--- src/core/uepsc_pkg.sv ---
// Constants for the endpoint status and control block
package uepsc_pkg;

  // ********************************************
  // Geometry
  // ********************************************
  localparam int unsigned EP_COUNT = 16;
  localparam int unsigned EP_IDX_W = 4;
  localparam int unsigned STAT_W   = 8;

  // ********************************************
  // Endpoint indices
  // ********************************************
  localparam logic [3:0] EP_CTRL_OUT = 4'h0;
  localparam logic [3:0] EP_CTRL_IN  = 4'h1;

  // ********************************************
  // Command groups (high nibble of the command code)
  // ********************************************
  localparam logic [3:0] CMD_GRP_STALL    = 4'h4;
  localparam logic [3:0] CMD_GRP_STATUS   = 4'h5;
  localparam logic [3:0] CMD_GRP_VALIDATE = 4'h6;
  localparam logic [3:0] CMD_GRP_CLEAR    = 4'h7;
  localparam logic [3:0] CMD_GRP_UNSTALL  = 4'h8;
  localparam logic [3:0] CMD_GRP_IMAGE    = 4'hd;

  // Lowest validate code is 0x61, clear skips 0x71
  localparam logic [3:0] CMD_VALIDATE_SKIP = 4'h0;
  localparam logic [3:0] CMD_CLEAR_SKIP    = 4'h1;

  // ********************************************
  // Status byte field positions
  // ********************************************
  localparam int unsigned BIT_STALLED   = 7;
  localparam int unsigned BIT_SEC_FULL  = 6;
  localparam int unsigned BIT_PRI_FULL  = 5;
  localparam int unsigned BIT_TOGGLE    = 4;
  localparam int unsigned BIT_SETUP_OVERWRITTEN = 3;
  localparam int unsigned BIT_SETUP     = 2;
  localparam int unsigned BIT_CPU_BUF   = 1;

  localparam logic [7:0] STATUS_RESET = 8'h00;

  typedef enum logic [1:0] {
    UEPSC_IDLE  = 2'b00,
    UEPSC_FETCH = 2'b01,
    UEPSC_ANSWER = 2'b10
  } uepsc_state_e;

endpackage

--- src/core/uepsc_status_mem.sv ---
// Per-endpoint status byte storage with registered read port
`timescale 1ns/10ps
module uepsc_status_mem (
  input  wire logic                                clock_in,
  input  wire logic                                rstn_in,
  input  wire logic                                wr_en_in,
  input  wire logic [uepsc_pkg::EP_IDX_W-1:0]      wr_idx_in,
  input  wire logic [uepsc_pkg::STAT_W-1:0]        wr_data_in,
  input  wire logic [uepsc_pkg::EP_IDX_W-1:0]      rd_idx_in,
  output logic      [uepsc_pkg::STAT_W-1:0]        rd_data_out
);
  import uepsc_pkg::*;

  logic [STAT_W-1:0] mem_reg [EP_COUNT];

  always_ff @(posedge clock_in or negedge rstn_in) begin
    if (!rstn_in) begin
      for (int i = 0; i < EP_COUNT; i++) begin
        mem_reg[i] <= STATUS_RESET;
      end
      rd_data_out <= STATUS_RESET;
    end else begin
      if (wr_en_in) begin
        mem_reg[wr_idx_in] <= wr_data_in;
      end
      rd_data_out <= mem_reg[rd_idx_in];
    end
  end

endmodule // uepsc_status_mem

--- src/core/uepsc_top.sv ---
// Endpoint status byte keeping and command decode for the device controller
`timescale 1ns/10ps
module uepsc_top (
  input  wire logic                             clock_in,
  input  wire logic                             rstn_in,
  // Processor command port
  input  wire logic                             cmd_valid_in,
  input  wire logic [7:0]                       cmd_code_in,
  output logic                                  rd_valid_out,
  output logic      [uepsc_pkg::STAT_W-1:0]     rd_data_out,
  output logic                                  int_clear_out,
  output logic      [uepsc_pkg::EP_IDX_W-1:0]   int_clear_idx_out,
  output logic                                  busy_out,
  // Endpoint configuration
  input  wire logic [uepsc_pkg::EP_COUNT-1:0]   ep_is_in_in,
  input  wire logic [uepsc_pkg::EP_COUNT-1:0]   ep_double_buf_in,
  // Serial engine events
  input  wire logic                             sie_valid_in,
  input  wire logic [uepsc_pkg::EP_IDX_W-1:0]   sie_idx_in,
  input  wire logic                             sie_setup_token_in,
  input  wire logic                             sie_setup_done_in,
  input  wire logic                             sie_out_done_in,
  input  wire logic                             sie_in_sent_in,
  input  wire logic                             sie_setup_ack_in,
  output logic                                  sie_nak_out,
  output logic                                  sie_stall_out
);
  import uepsc_pkg::*;

  // ********************************************
  // Reset release
  // ********************************************
  logic rst_meta_reg;
  logic rst_sync_reg;
  always_ff @(posedge clock_in or negedge rstn_in) begin
    if (!rstn_in) begin
      rst_meta_reg <= 1'b0;
      rst_sync_reg <= 1'b0;
    end else begin
      rst_meta_reg <= 1'b1;
      rst_sync_reg <= rst_meta_reg;
    end
  end
  wire logic rstn = rst_sync_reg;

  // ********************************************
  // Command decode
  // ********************************************
  function automatic logic grp_is(input logic [7:0] code, input logic [3:0] grp);
    grp_is = (code[7:4] == grp);
  endfunction

  uepsc_state_e state_reg;
  uepsc_state_e state_next;
  logic [7:0]   cmd_reg;
  logic [3:0]   sie_idx_reg;
  logic [4:0]   sie_ev_reg;

  wire logic [3:0] cmd_idx  = cmd_reg[3:0];
  wire logic is_stall   = grp_is(cmd_reg, CMD_GRP_STALL);
  wire logic is_unstall = grp_is(cmd_reg, CMD_GRP_UNSTALL);
  wire logic is_valid   = grp_is(cmd_reg, CMD_GRP_VALIDATE) && (cmd_idx != CMD_VALIDATE_SKIP);
  wire logic is_clear   = grp_is(cmd_reg, CMD_GRP_CLEAR) && (cmd_idx != CMD_CLEAR_SKIP);
  wire logic is_status  = grp_is(cmd_reg, CMD_GRP_STATUS);
  wire logic is_image   = grp_is(cmd_reg, CMD_GRP_IMAGE);
  wire logic is_read    = is_status || is_image;

  // ********************************************
  // Sequencer: latch, fetch status byte, modify
  // ********************************************
  wire logic take_cmd = cmd_valid_in && (state_reg == UEPSC_IDLE) && !sie_valid_in;
  wire logic take_sie = sie_valid_in && (state_reg == UEPSC_IDLE);

  always_comb begin
    case (state_reg)
      UEPSC_IDLE:   state_next = (take_cmd || take_sie) ? UEPSC_FETCH : UEPSC_IDLE;
      UEPSC_FETCH:  state_next = UEPSC_ANSWER;
      UEPSC_ANSWER: state_next = UEPSC_IDLE;
      default:      state_next = UEPSC_IDLE;
    endcase
  end

  logic is_sie_reg;
  always_ff @(posedge clock_in or negedge rstn) begin
    if (!rstn) begin
      state_reg   <= UEPSC_IDLE;
      cmd_reg     <= 8'h00;
      sie_idx_reg <= 4'h0;
      sie_ev_reg  <= 5'h00;
      is_sie_reg  <= 1'b0;
    end else begin
      state_reg <= state_next;
      if (take_sie) begin
        is_sie_reg  <= 1'b1;
        sie_idx_reg <= sie_idx_in;
        sie_ev_reg  <= {sie_setup_ack_in, sie_in_sent_in, sie_out_done_in, sie_setup_done_in, sie_setup_token_in};
        cmd_reg     <= 8'h00;
      end else if (take_cmd) begin
        is_sie_reg <= 1'b0;
        cmd_reg    <= cmd_code_in;
        sie_ev_reg <= 5'h00;
      end
    end
  end

  wire logic [3:0] cur_idx = is_sie_reg ? sie_idx_reg : cmd_idx;
  wire logic [3:0] rd_idx  = (state_reg == UEPSC_IDLE) ? (sie_valid_in ? sie_idx_in : cmd_code_in[3:0]) : cur_idx;

  logic [STAT_W-1:0] cur_stat;
  logic [STAT_W-1:0] new_stat;
  logic              mem_wr;

  uepsc_status_mem u_mem (
    .clock_in    (clock_in),
    .rstn_in     (rstn),
    .wr_en_in    (mem_wr),
    .wr_idx_in   (cur_idx),
    .wr_data_in  (new_stat),
    .rd_idx_in   (rd_idx),
    .rd_data_out (cur_stat)
  );

  // ********************************************
  // Status byte update
  // ********************************************
  wire logic ev_setup_tok  = sie_ev_reg[0];
  wire logic ev_setup_done = sie_ev_reg[1];
  wire logic ev_out_done   = sie_ev_reg[2];
  wire logic ev_in_sent    = sie_ev_reg[3];
  wire logic ev_setup_ack  = sie_ev_reg[4];
  wire logic ep_dbl        = ep_double_buf_in[cur_idx];
  wire logic ep_in         = ep_is_in_in[cur_idx];
  wire logic is_ctrl       = (cur_idx == EP_CTRL_OUT) || (cur_idx == EP_CTRL_IN);
  wire logic fetched       = (state_reg == UEPSC_FETCH);
  wire logic ep_stalled    = cur_stat[BIT_STALLED];
  wire logic buf_sel       = cur_stat[BIT_CPU_BUF];

  // OUT data refused while every buffer is full
  wire logic out_nak       = !ep_in && cur_stat[BIT_PRI_FULL] && (!ep_dbl || cur_stat[BIT_SEC_FULL]);
  // setup token lifts a control endpoint stall
  wire logic auto_unstall  = ev_setup_tok && is_ctrl && ep_stalled;
  // Packets met by STALL or NAK move neither toggle nor buffers
  wire logic pkt_taken     = (ev_out_done || ev_in_sent) && !out_nak && !ep_stalled;
  // primary buffer fills first, then the secondary
  wire logic out_fill_sec  = ep_dbl && cur_stat[BIT_PRI_FULL];
  wire logic in_drain_sec  = ep_dbl && !cur_stat[BIT_PRI_FULL];
  // validate acts on IN, clear on OUT endpoints
  wire logic buf_cmd       = (is_valid && ep_in) || (is_clear && !ep_in);
  // unstall only acts on a stalled endpoint
  wire logic cmd_unstall   = is_unstall && ep_stalled;
  // status read drops setup_overwritten once setup is stored
  wire logic ovw_release   = is_status && cur_stat[BIT_SETUP];

  function automatic int unsigned full_bit(input logic sec);
    full_bit = sec ? BIT_SEC_FULL : BIT_PRI_FULL;
  endfunction

  logic [STAT_W-1:0] sie_stat;
  logic [STAT_W-1:0] cmd_stat;
  logic              cmd_wr;

  // Serial engine side
  always_comb begin
    sie_stat = cur_stat;
    if (auto_unstall) begin
      // leaving stall flushes and returns to DATA0
      sie_stat = STATUS_RESET;
    end
    if (ev_setup_tok && is_ctrl && cur_stat[BIT_SETUP]) begin
      sie_stat[BIT_SETUP_OVERWRITTEN] = 1'b1;
    end
    if (ev_setup_done && is_ctrl) begin
      sie_stat[BIT_SETUP]    = 1'b1;
      sie_stat[BIT_PRI_FULL] = 1'b1;
      sie_stat[BIT_TOGGLE]   = 1'b1;
    end
    if (ev_setup_ack) begin
      sie_stat[BIT_SETUP] = 1'b0;
    end
    if (pkt_taken) begin
      // toggle advances on each accepted packet
      sie_stat[BIT_TOGGLE] = ~cur_stat[BIT_TOGGLE];
      // accepted OUT packet fills a buffer
      if (ev_out_done) begin
        sie_stat[full_bit(out_fill_sec)] = 1'b1;
      end else begin
        sie_stat[full_bit(in_drain_sec)] = 1'b0;
      end
    end
  end

  // Command side; an unmatched code writes nothing back
  always_comb begin
    cmd_stat = cur_stat;
    cmd_wr   = 1'b1;
    if (is_stall) begin
      cmd_stat[BIT_STALLED] = 1'b1;
    end else if (cmd_unstall) begin
      // flush and DATA0 on leaving stall
      cmd_stat = STATUS_RESET;
    end else if (buf_cmd) begin
      cmd_stat[full_bit(buf_sel)] = is_valid;
      if (is_clear) begin
        cmd_stat[BIT_SETUP] = 1'b0;
      end
      if (ep_dbl) begin
        cmd_stat[BIT_CPU_BUF] = ~buf_sel;
      end
    end else if (ovw_release) begin
      cmd_stat[BIT_SETUP_OVERWRITTEN] = 1'b0;
    end else begin
      cmd_wr = 1'b0;
    end
  end

  // reserved bit is never stored as one
  assign new_stat = is_sie_reg ? {sie_stat[7:1], 1'b0} : {cmd_stat[7:1], 1'b0};
  assign mem_wr   = fetched && (is_sie_reg || cmd_wr);

  // ********************************************
  // Answers
  // ********************************************
  // only the two read groups answer with data
  wire logic                rd_valid_next  = fetched && !is_sie_reg && is_read;
  // bit 1 goes out as stored; bit 0 reads zero
  wire logic [STAT_W-1:0]   rd_data_next   = fetched ? {cur_stat[7:1], 1'b0} : rd_data_out;
  // status read clears the endpoint interrupt
  wire logic                int_clear_next = fetched && !is_sie_reg && is_status;
  wire logic [EP_IDX_W-1:0] int_idx_next   = fetched ? cur_idx : int_clear_idx_out;
  wire logic                sie_answer     = fetched && is_sie_reg;
  wire logic                stall_next     = sie_answer ? (ep_stalled && !auto_unstall) : sie_stall_out;
  wire logic                nak_next       = sie_answer ? out_nak : sie_nak_out;

  // Busy mirrors the sequencer, so requests wait for idle
  always_ff @(posedge clock_in or negedge rstn) begin
    if (!rstn) begin
      busy_out <= 1'b0;
    end else begin
      busy_out <= (state_next != UEPSC_IDLE);
    end
  end

  // image read only answers; it writes nothing back
  always_ff @(posedge clock_in or negedge rstn) begin
    if (!rstn) begin
      rd_valid_out      <= 1'b0;
      rd_data_out       <= STATUS_RESET;
      int_clear_out     <= 1'b0;
      int_clear_idx_out <= 4'h0;
    end else begin
      rd_valid_out      <= rd_valid_next;
      rd_data_out       <= rd_data_next;
      int_clear_out     <= int_clear_next;
      int_clear_idx_out <= int_idx_next;
    end
  end

  // Serial engine replies stand until the next event
  always_ff @(posedge clock_in or negedge rstn) begin
    if (!rstn) begin
      sie_nak_out   <= 1'b0;
      sie_stall_out <= 1'b0;
    end else begin
      sie_nak_out   <= nak_next;
      sie_stall_out <= stall_next;
    end
  end

endmodule // uepsc_top

--- config.mk ---
export PLATFORM = sky130hd
export DESIGN_NAME = uepsc_top
export DESIGN_NICKNAME = d
export VERILOG_FILES = /design/src/core/uepsc_pkg.sv /design/src/core/uepsc_status_mem.sv /design/src/core/uepsc_top.sv
export SDC_FILE = /design/constraint.sdc
export NUM_CORES = 1
export LEC_CHECK = 0
export CAP_MARGIN = 20
export CORE_MARGIN = 2
export CORE_UTILIZATION = 54
export CTS_CLUSTER_SIZE = 8
export DETAILED_ROUTE_END_ITERATION = 10
export DONT_BUFFER_PORTS = 1
export PLACE_DENSITY = 0.69
export SYNTH_ARGS = -nofsm -noshare
export SYNTH_HDL_FRONTEND = slang
export SYNTH_SLANG_ARGS = --single-unit
--- constraint.sdc ---
create_clock -name clock_in -period 5.8 [get_ports clock_in]
set_clock_uncertainty 0.15 [all_clocks]
set_input_delay 0.87 -clock clock_in [delete_from_list [all_inputs] [get_ports clock_in]]
set_output_delay 0.87 -clock clock_in [all_outputs]
set_load 0.005 [all_outputs]
Word level (Yosys, flattened, before mapping)
Index checks and enable logic that the tools add are counted.
Word-level totals
  output and inout bits: 17
  register bits: 174
Operators by class
  $lt $le $gt $ge: 10
  bitwise gates (word level): 7
  eq/ne operators: 9
  reductions and logical operators: 49
  multiplexer cells: 52
Operator list (number)
  $bwmux 128: 1
  $mux 8: 10
  $bmux 8 s4: 1
  $demux 8 s4: 1
  $logic_and 1x1->1: 29
  $mux 1: 20
  $eq 4x3->1 const B: 4
  $mux 4: 4
  $lt 3x4->1 const B: 3
  $ge 5x5->1 const B: 2
  $mux 5: 2
  $not 4->5: 2
  $demux 1 s3: 3
  $ge 3x1->1 const B: 3
  $and 8x8->8: 1
  $bmux 1 s4: 2
  $bwmux 8: 1
  $eq 4x4->1 const B: 2
  $logic_not 1->1: 8
  $mux 2: 4
  $not 8->8: 1
  $or 8x8->8: 1
  $logic_or 1x1->1: 7
  $mux 7: 1
  other kinds (12): 14

Logic depth before layout (Yosys ltp)
  depth after elaboration: 15
  depth in mapped cells: 11
  depth with buffers taken out: 8

Cells and area by module
Synthesis repeated with hierarchy kept, for this count alone.
Unflattened totals
  cell total of the unflattened synthesis: 699
  area, all modules: 8630.8 µm²
By module, submodules not included
  uepsc_status_mem: area an instance 6018.3 µm², cells an instance 370, seq. area each 3403.3 µm², instances 1
  uepsc_top: area an instance 2612.5 µm², cells an instance 329, seq. area each 950.9 µm², instances 1

Worst setup path before layout
OpenSTA, ideal clock, no wires.
  path kind: input-to-reg
  start: input sie_valid_in
  end: register u_mem.rd_data_out[1] in the netlist's numbering
  path buffers: 3
  required time: 5.515 ns
  slack: 2.432 ns
  data arrival time: 3.083 ns
  cell stages on the path: 9
  path through: clkbuf_1 mux2i_1 a21oi_1 buf_2 buf_1 mux4_2 mux2_2 nand2_1 o21ai_0
Between the ends
  word-level cells in the longest chain between the ends: 6
Ends and longest elaborated chain
  start: declaration: RTL line uepsc_top.sv:18  | input wire logic sie_valid_in,
  $mux 4 (2 in series): RTL line uepsc_top.sv:107  | wire logic [3:0] rd_idx = (state_reg == UEPSC_IDLE) ? (sie_valid_in ? sie_idx_in : cmd_code_in[3:0]) : cur_idx ...
  $not 4->5 (implied by the code): RTL line uepsc_status_mem.sv:26  | rd_data_out <= mem_reg[rd_idx_in];
  $bmux 8 s4: RTL line uepsc_status_mem.sv:26
  $mux 8 (implied by the code) (2 in series): RTL line uepsc_status_mem.sv:26
  end signal: assignment: RTL line uepsc_status_mem.sv:26
  end: declaration: RTL line uepsc_status_mem.sv:10  | output logic [uepsc_pkg::STAT_W-1:0] rd_data_out
Every way passes these cells. The select of a mux whose other input is x is not followed.
A chain may end at the register's enable or synchronous reset.

Worst setup path after layout
  start: register is_sie_reg
  end: register u_mem.mem_reg[21] in the netlist's numbering
Between the ends
  word-level cells in the longest chain between the ends: 15
Ends and longest elaborated chain
  start: declaration: RTL line uepsc_top.sv:83  | logic is_sie_reg;
  start signal: assignment: RTL line uepsc_top.sv:90  | is_sie_reg <= 1'b0;
  start signal: assignment: RTL line uepsc_top.sv:94  | is_sie_reg <= 1'b1;
  start signal: assignment: RTL line uepsc_top.sv:99  | is_sie_reg <= 1'b0;
  $mux 4: RTL line uepsc_top.sv:106  | wire logic [3:0] cur_idx = is_sie_reg ? sie_idx_reg : cmd_idx;
  $bmux 1 s4: RTL line uepsc_top.sv:131  | wire logic ep_dbl = ep_double_buf_in[cur_idx];
  $mux 1 (implied by the code): RTL line uepsc_top.sv:131
  $logic_and 1x1->1: RTL line uepsc_top.sv:146  | wire logic in_drain_sec = ep_dbl && !cur_stat[BIT_PRI_FULL];
  $mux 2: RTL line uepsc_top.sv:155  | full_bit = sec ? BIT_SEC_FULL : BIT_PRI_FULL;
  $lt 3x4->1 (implied by the code) or $ge 3x1->1 (tied branches): RTL line uepsc_top.sv:187  | sie_stat[full_bit(in_drain_sec)] = 1'b0;
  $logic_and 1x1->1 (implied by the code): RTL line uepsc_top.sv:187
  $mux 1 (implied by the code): RTL line uepsc_top.sv:187
  $demux 1 s3: RTL line uepsc_top.sv:187
  $not 8->8 (no source line)
  $and 8x8->8 (no source line)
  $mux 8: RTL line uepsc_top.sv:184  | if (ev_out_done) begin
  $mux 8: RTL line uepsc_top.sv:180  | if (pkt_taken) begin
  $mux 8: RTL line uepsc_top.sv:217  | assign new_stat = is_sie_reg ? {sie_stat[7:1], 1'b0} : {cmd_stat[7:1], 1'b0};
  $bwmux 128: RTL line uepsc_status_mem.sv:24  | mem_reg[wr_idx_in] <= wr_data_in;
  end signal: indexed assignment: RTL line uepsc_status_mem.sv:24
  end: declaration: RTL line uepsc_status_mem.sv:14  | logic [STAT_W-1:0] mem_reg [EP_COUNT];
Parallel ways exist; a longest one is shown, timed or not. The select of a mux whose other input is x is not followed.

==> run_results.csv <==
group,metric,value,unit
run_status,status,"completed",
setup_path,cp.arrival,4120,ps
setup_path,cp-start-kind,"flip-flop",
drt,vias,5091,
synth,synth_warnings,0,
synth,yosys_register_bits,157,
setup_path,r2r_cells,8,
setup_path,crit_type,"flip-flop to flip-flop",
power,total_power,4.79,mW
clocking,htreeDepth,4,
hold_path,hold_class,"flip-flop to flip-flop",
floorplanning,die-area,15400,um2
clocking,post_cts_resized,0,
global_routing,antenna_found_initial,0,
sta,fin_crit,3910,ps
drt,drt_iter0_markers,330,
drt,remaining_drc_errors,0,
finish,finalNonFillerCells,806,
sta,holdWs,207,ps
synth,syn_area,7790,um2
synth,synthCells,617,
global_routing,grt_pass1_wl,29000,um
flow_run,drv_cap,0,
setup_path,crit_end,"u_mem.mem_reg[21]$_DFFE_PN0P_",
synth,synth-seq-area-share,50.4,%
synth,synth_common_cells,"157 x dfrtp_1, 107 x mux2_2, 56 x nand2_1",
setup_path,worstSetupStartpoint,"is_sie_reg$_DFFE_PN0P_",
clocking,clock_latency,430,ps
clocking,cts_root_buf,"clkbuf_16",
finish,final_nets,667,
setup_path,worst_setup_path_end_kind,"flip-flop",
floorplanning,ios,70,
sta,fmax,256,MHz
synth,async_flop_share,100,%
setup_path,reg2reg_to,"u_mem.mem_reg[21]$_DFFE_PN0P_",
floorplanning,die_w,124,um
sta,setup_viol,0,
synth,syn-num-nets,670,
power,vdd_ir_drop_max,276,uV
global_routing,track_usage,25.8,%
drt,wirelength,18100,um
global_routing,grt_overflow_total,0,
power,power_density,557,nW/um2
finish,layout-drive-gt1-share,33.5,%
setup_path,rrSetupSlack,1890,ps
placed_design,dp.cells,773,
placed_design,place.gp.congestion,0.886,
synth,synth_edf_count,0,
clocking,clock-sinks,157,
floorplanning,start_util,55.7,%
sta,final.setup.tns,0,ps
sta,slew-limit-headroom,33.1,%
drt,routed_via_density,6.32,
drt,ant_nets,0,
sta,rsz0062_at_grt,"no",
clocking,cts_buffers,17,
setup_path,crit_required,6010,ps
finish,diodes,0,
drt,wl_per_cell,22.5,um
placed_design,dpl.hpwl,12500,um
clocking,clockBufferDepth,2,
placed_design,portBuffers,0,
synth,yosysMostFrequentCell,"dfrtp_1",
floorplanning,chipHeight,124,um
sta,setup_ws,1890,ps
finish,area_growth,10.4,%
global_routing,grt_max_degree,71,
clocking,cts_tree,"built",
finish,largest_reg_flops,112,
synth,ys_top_cells_by_area,"dfrtp_1 50%, mux2_2 15%, mux4_2 8.1%",
drt,dr.pass1.iters,4,
setup_path,r2r_start,"is_sie_reg$_DFFE_PN0P_",
synth,synth_top_area_cell,"dfrtp_1",
synth,netlist.area_leader.share,50.4,%
floorplanning,rows,43,
sta,slew_viol_final,0,
sta,fin_crit_sh,67.4,%
setup_path,worstPathMaxFanout,16,
synth,ys_types,54,
synth,synth_top_flop_cell,"dfrtp_1",
placed_design,place_ws,1750,ps
floorplanning,coreArea,14000,um2
sta,finalHoldViolCount,0,
power,power_leakage,3.99,nW
clocking,cts.clk_slew.worst_paths,60,ps
sta,worst_slew_pin_slew,996,ps
global_routing,grt_pass1_vias,5149,
synth,postSynthAreaPerCell,12.6,um2
## worst max-delay path, stage by stage, from the launching register on
cell and delay (ps):
dfrtp_1 640, mux2_4 380, mux4_1 590, mux2i_1 200, o221ai_2 210, nor2b_1 220
a311o_1 350, o21ai_1 780, mux2_2 310
## where the power goes
| part | switching [mW] | internal [mW] | total, mW |
|---|---|---|---|
| combinational | 1.15 | 0.828 | 1.97 |
| clock | 0.454 | 0.735 | 1.19 |
| sequential | 0.250 | 1.38 | 1.63 |
| total | 1.85 | 2.94 | 4.79 |
## cells in the final DEF (no fill, tap or decap), drive strengths merged, types with 5 or more instances in the layout
| cell type | instances |
|---|---|
| dfrtp | 157 |
| mux2 | 126 |
| nand2 | 72 |
| mux4 | 31 |
| o21ai | 31 |
| nand3 | 22 |
| a21oi | 19 |
| clkbuf | 19 |
| nor2 | 18 |
| mux2i | 16 |
| buf | 14 |
| nor2b | 12 |
| nor3 | 9 |
| inv | 8 |
| a22o | 6 |
| nor4 | 5 |
| a211oi | 5 |
| clkinv | 5 |
## stage by stage
stage	utilization, %	cell area, um2
5_1_grt	61.5	8610
3_5_place_dp	56.9	7960
2_1_floorplan	-	7790
6_report	61.5	8610
4_1_cts	61.5	8600
3_3_place_gp	56.9	7950
## routing by layer
metal | track usage [%] | up-vias | wire, um
met5 | 0 | - | 0
met3 | 5.63 | 24 | 876
met1 | 35.6 | 2688 | 8130
met2 | 41.4 | 118 | 8850
met4 | 7.79 | 0 | 259
li1 | - | 2261 | -
## what timing repair did
action,in CTS,in global routing
buffers inserted,0,0
setup endpoints to repair,0,0
hold buffers,1,0
endpoints found under the hold margin,2,0
## how the worst min path moves through the flow
stage	end	slack, ps	depth (start not counted)	startpoint
after global placement	rst_sync_reg$_DFF_PN0_	190	0	rst_meta_reg$_DFF_PN0_
after CTS	rst_sync_reg$_DFF_PN0_	210	0	rst_meta_reg$_DFF_PN0_
final	rst_sync_reg$_DFF_PN0_	210	0	rst_meta_reg$_DFF_PN0_
after global routing	rst_sync_reg$_DFF_PN0_	230	0	rst_meta_reg$_DFF_PN0_
after floorplan	rst_sync_reg$_DFF_PN0_	180	0	rst_meta_reg$_DFF_PN0_
after detailed placement	rst_sync_reg$_DFF_PN0_	190	0	rst_meta_reg$_DFF_PN0_
## cells by family (layout without fill, tap and decap cells)
kind of cell	Yosys count	after routing	synth area share, %
simple gates	155	155	10.3
compound gates	86	86	7.08
xor+xnor	1	1	0.112
other cells	2	2	0.0963
mux	173	173	29.5
buf+inv	43	52	2.54
flops	157	157	50.4
## area by class of cell
class / instances / area, um2
Timing Repair Buffer: 15 / 115
Clock inverter: 12 / 184
Fill cell: 1069 / 5380
Clock buffer: 19 / 443
Tap cell: 180 / 225
Inverter: 6 / 22.5
Sequential cell: 157 / 3930
Multi-Input combinational cell: 417 / 3680
Power figures use the tool's default switching activity.
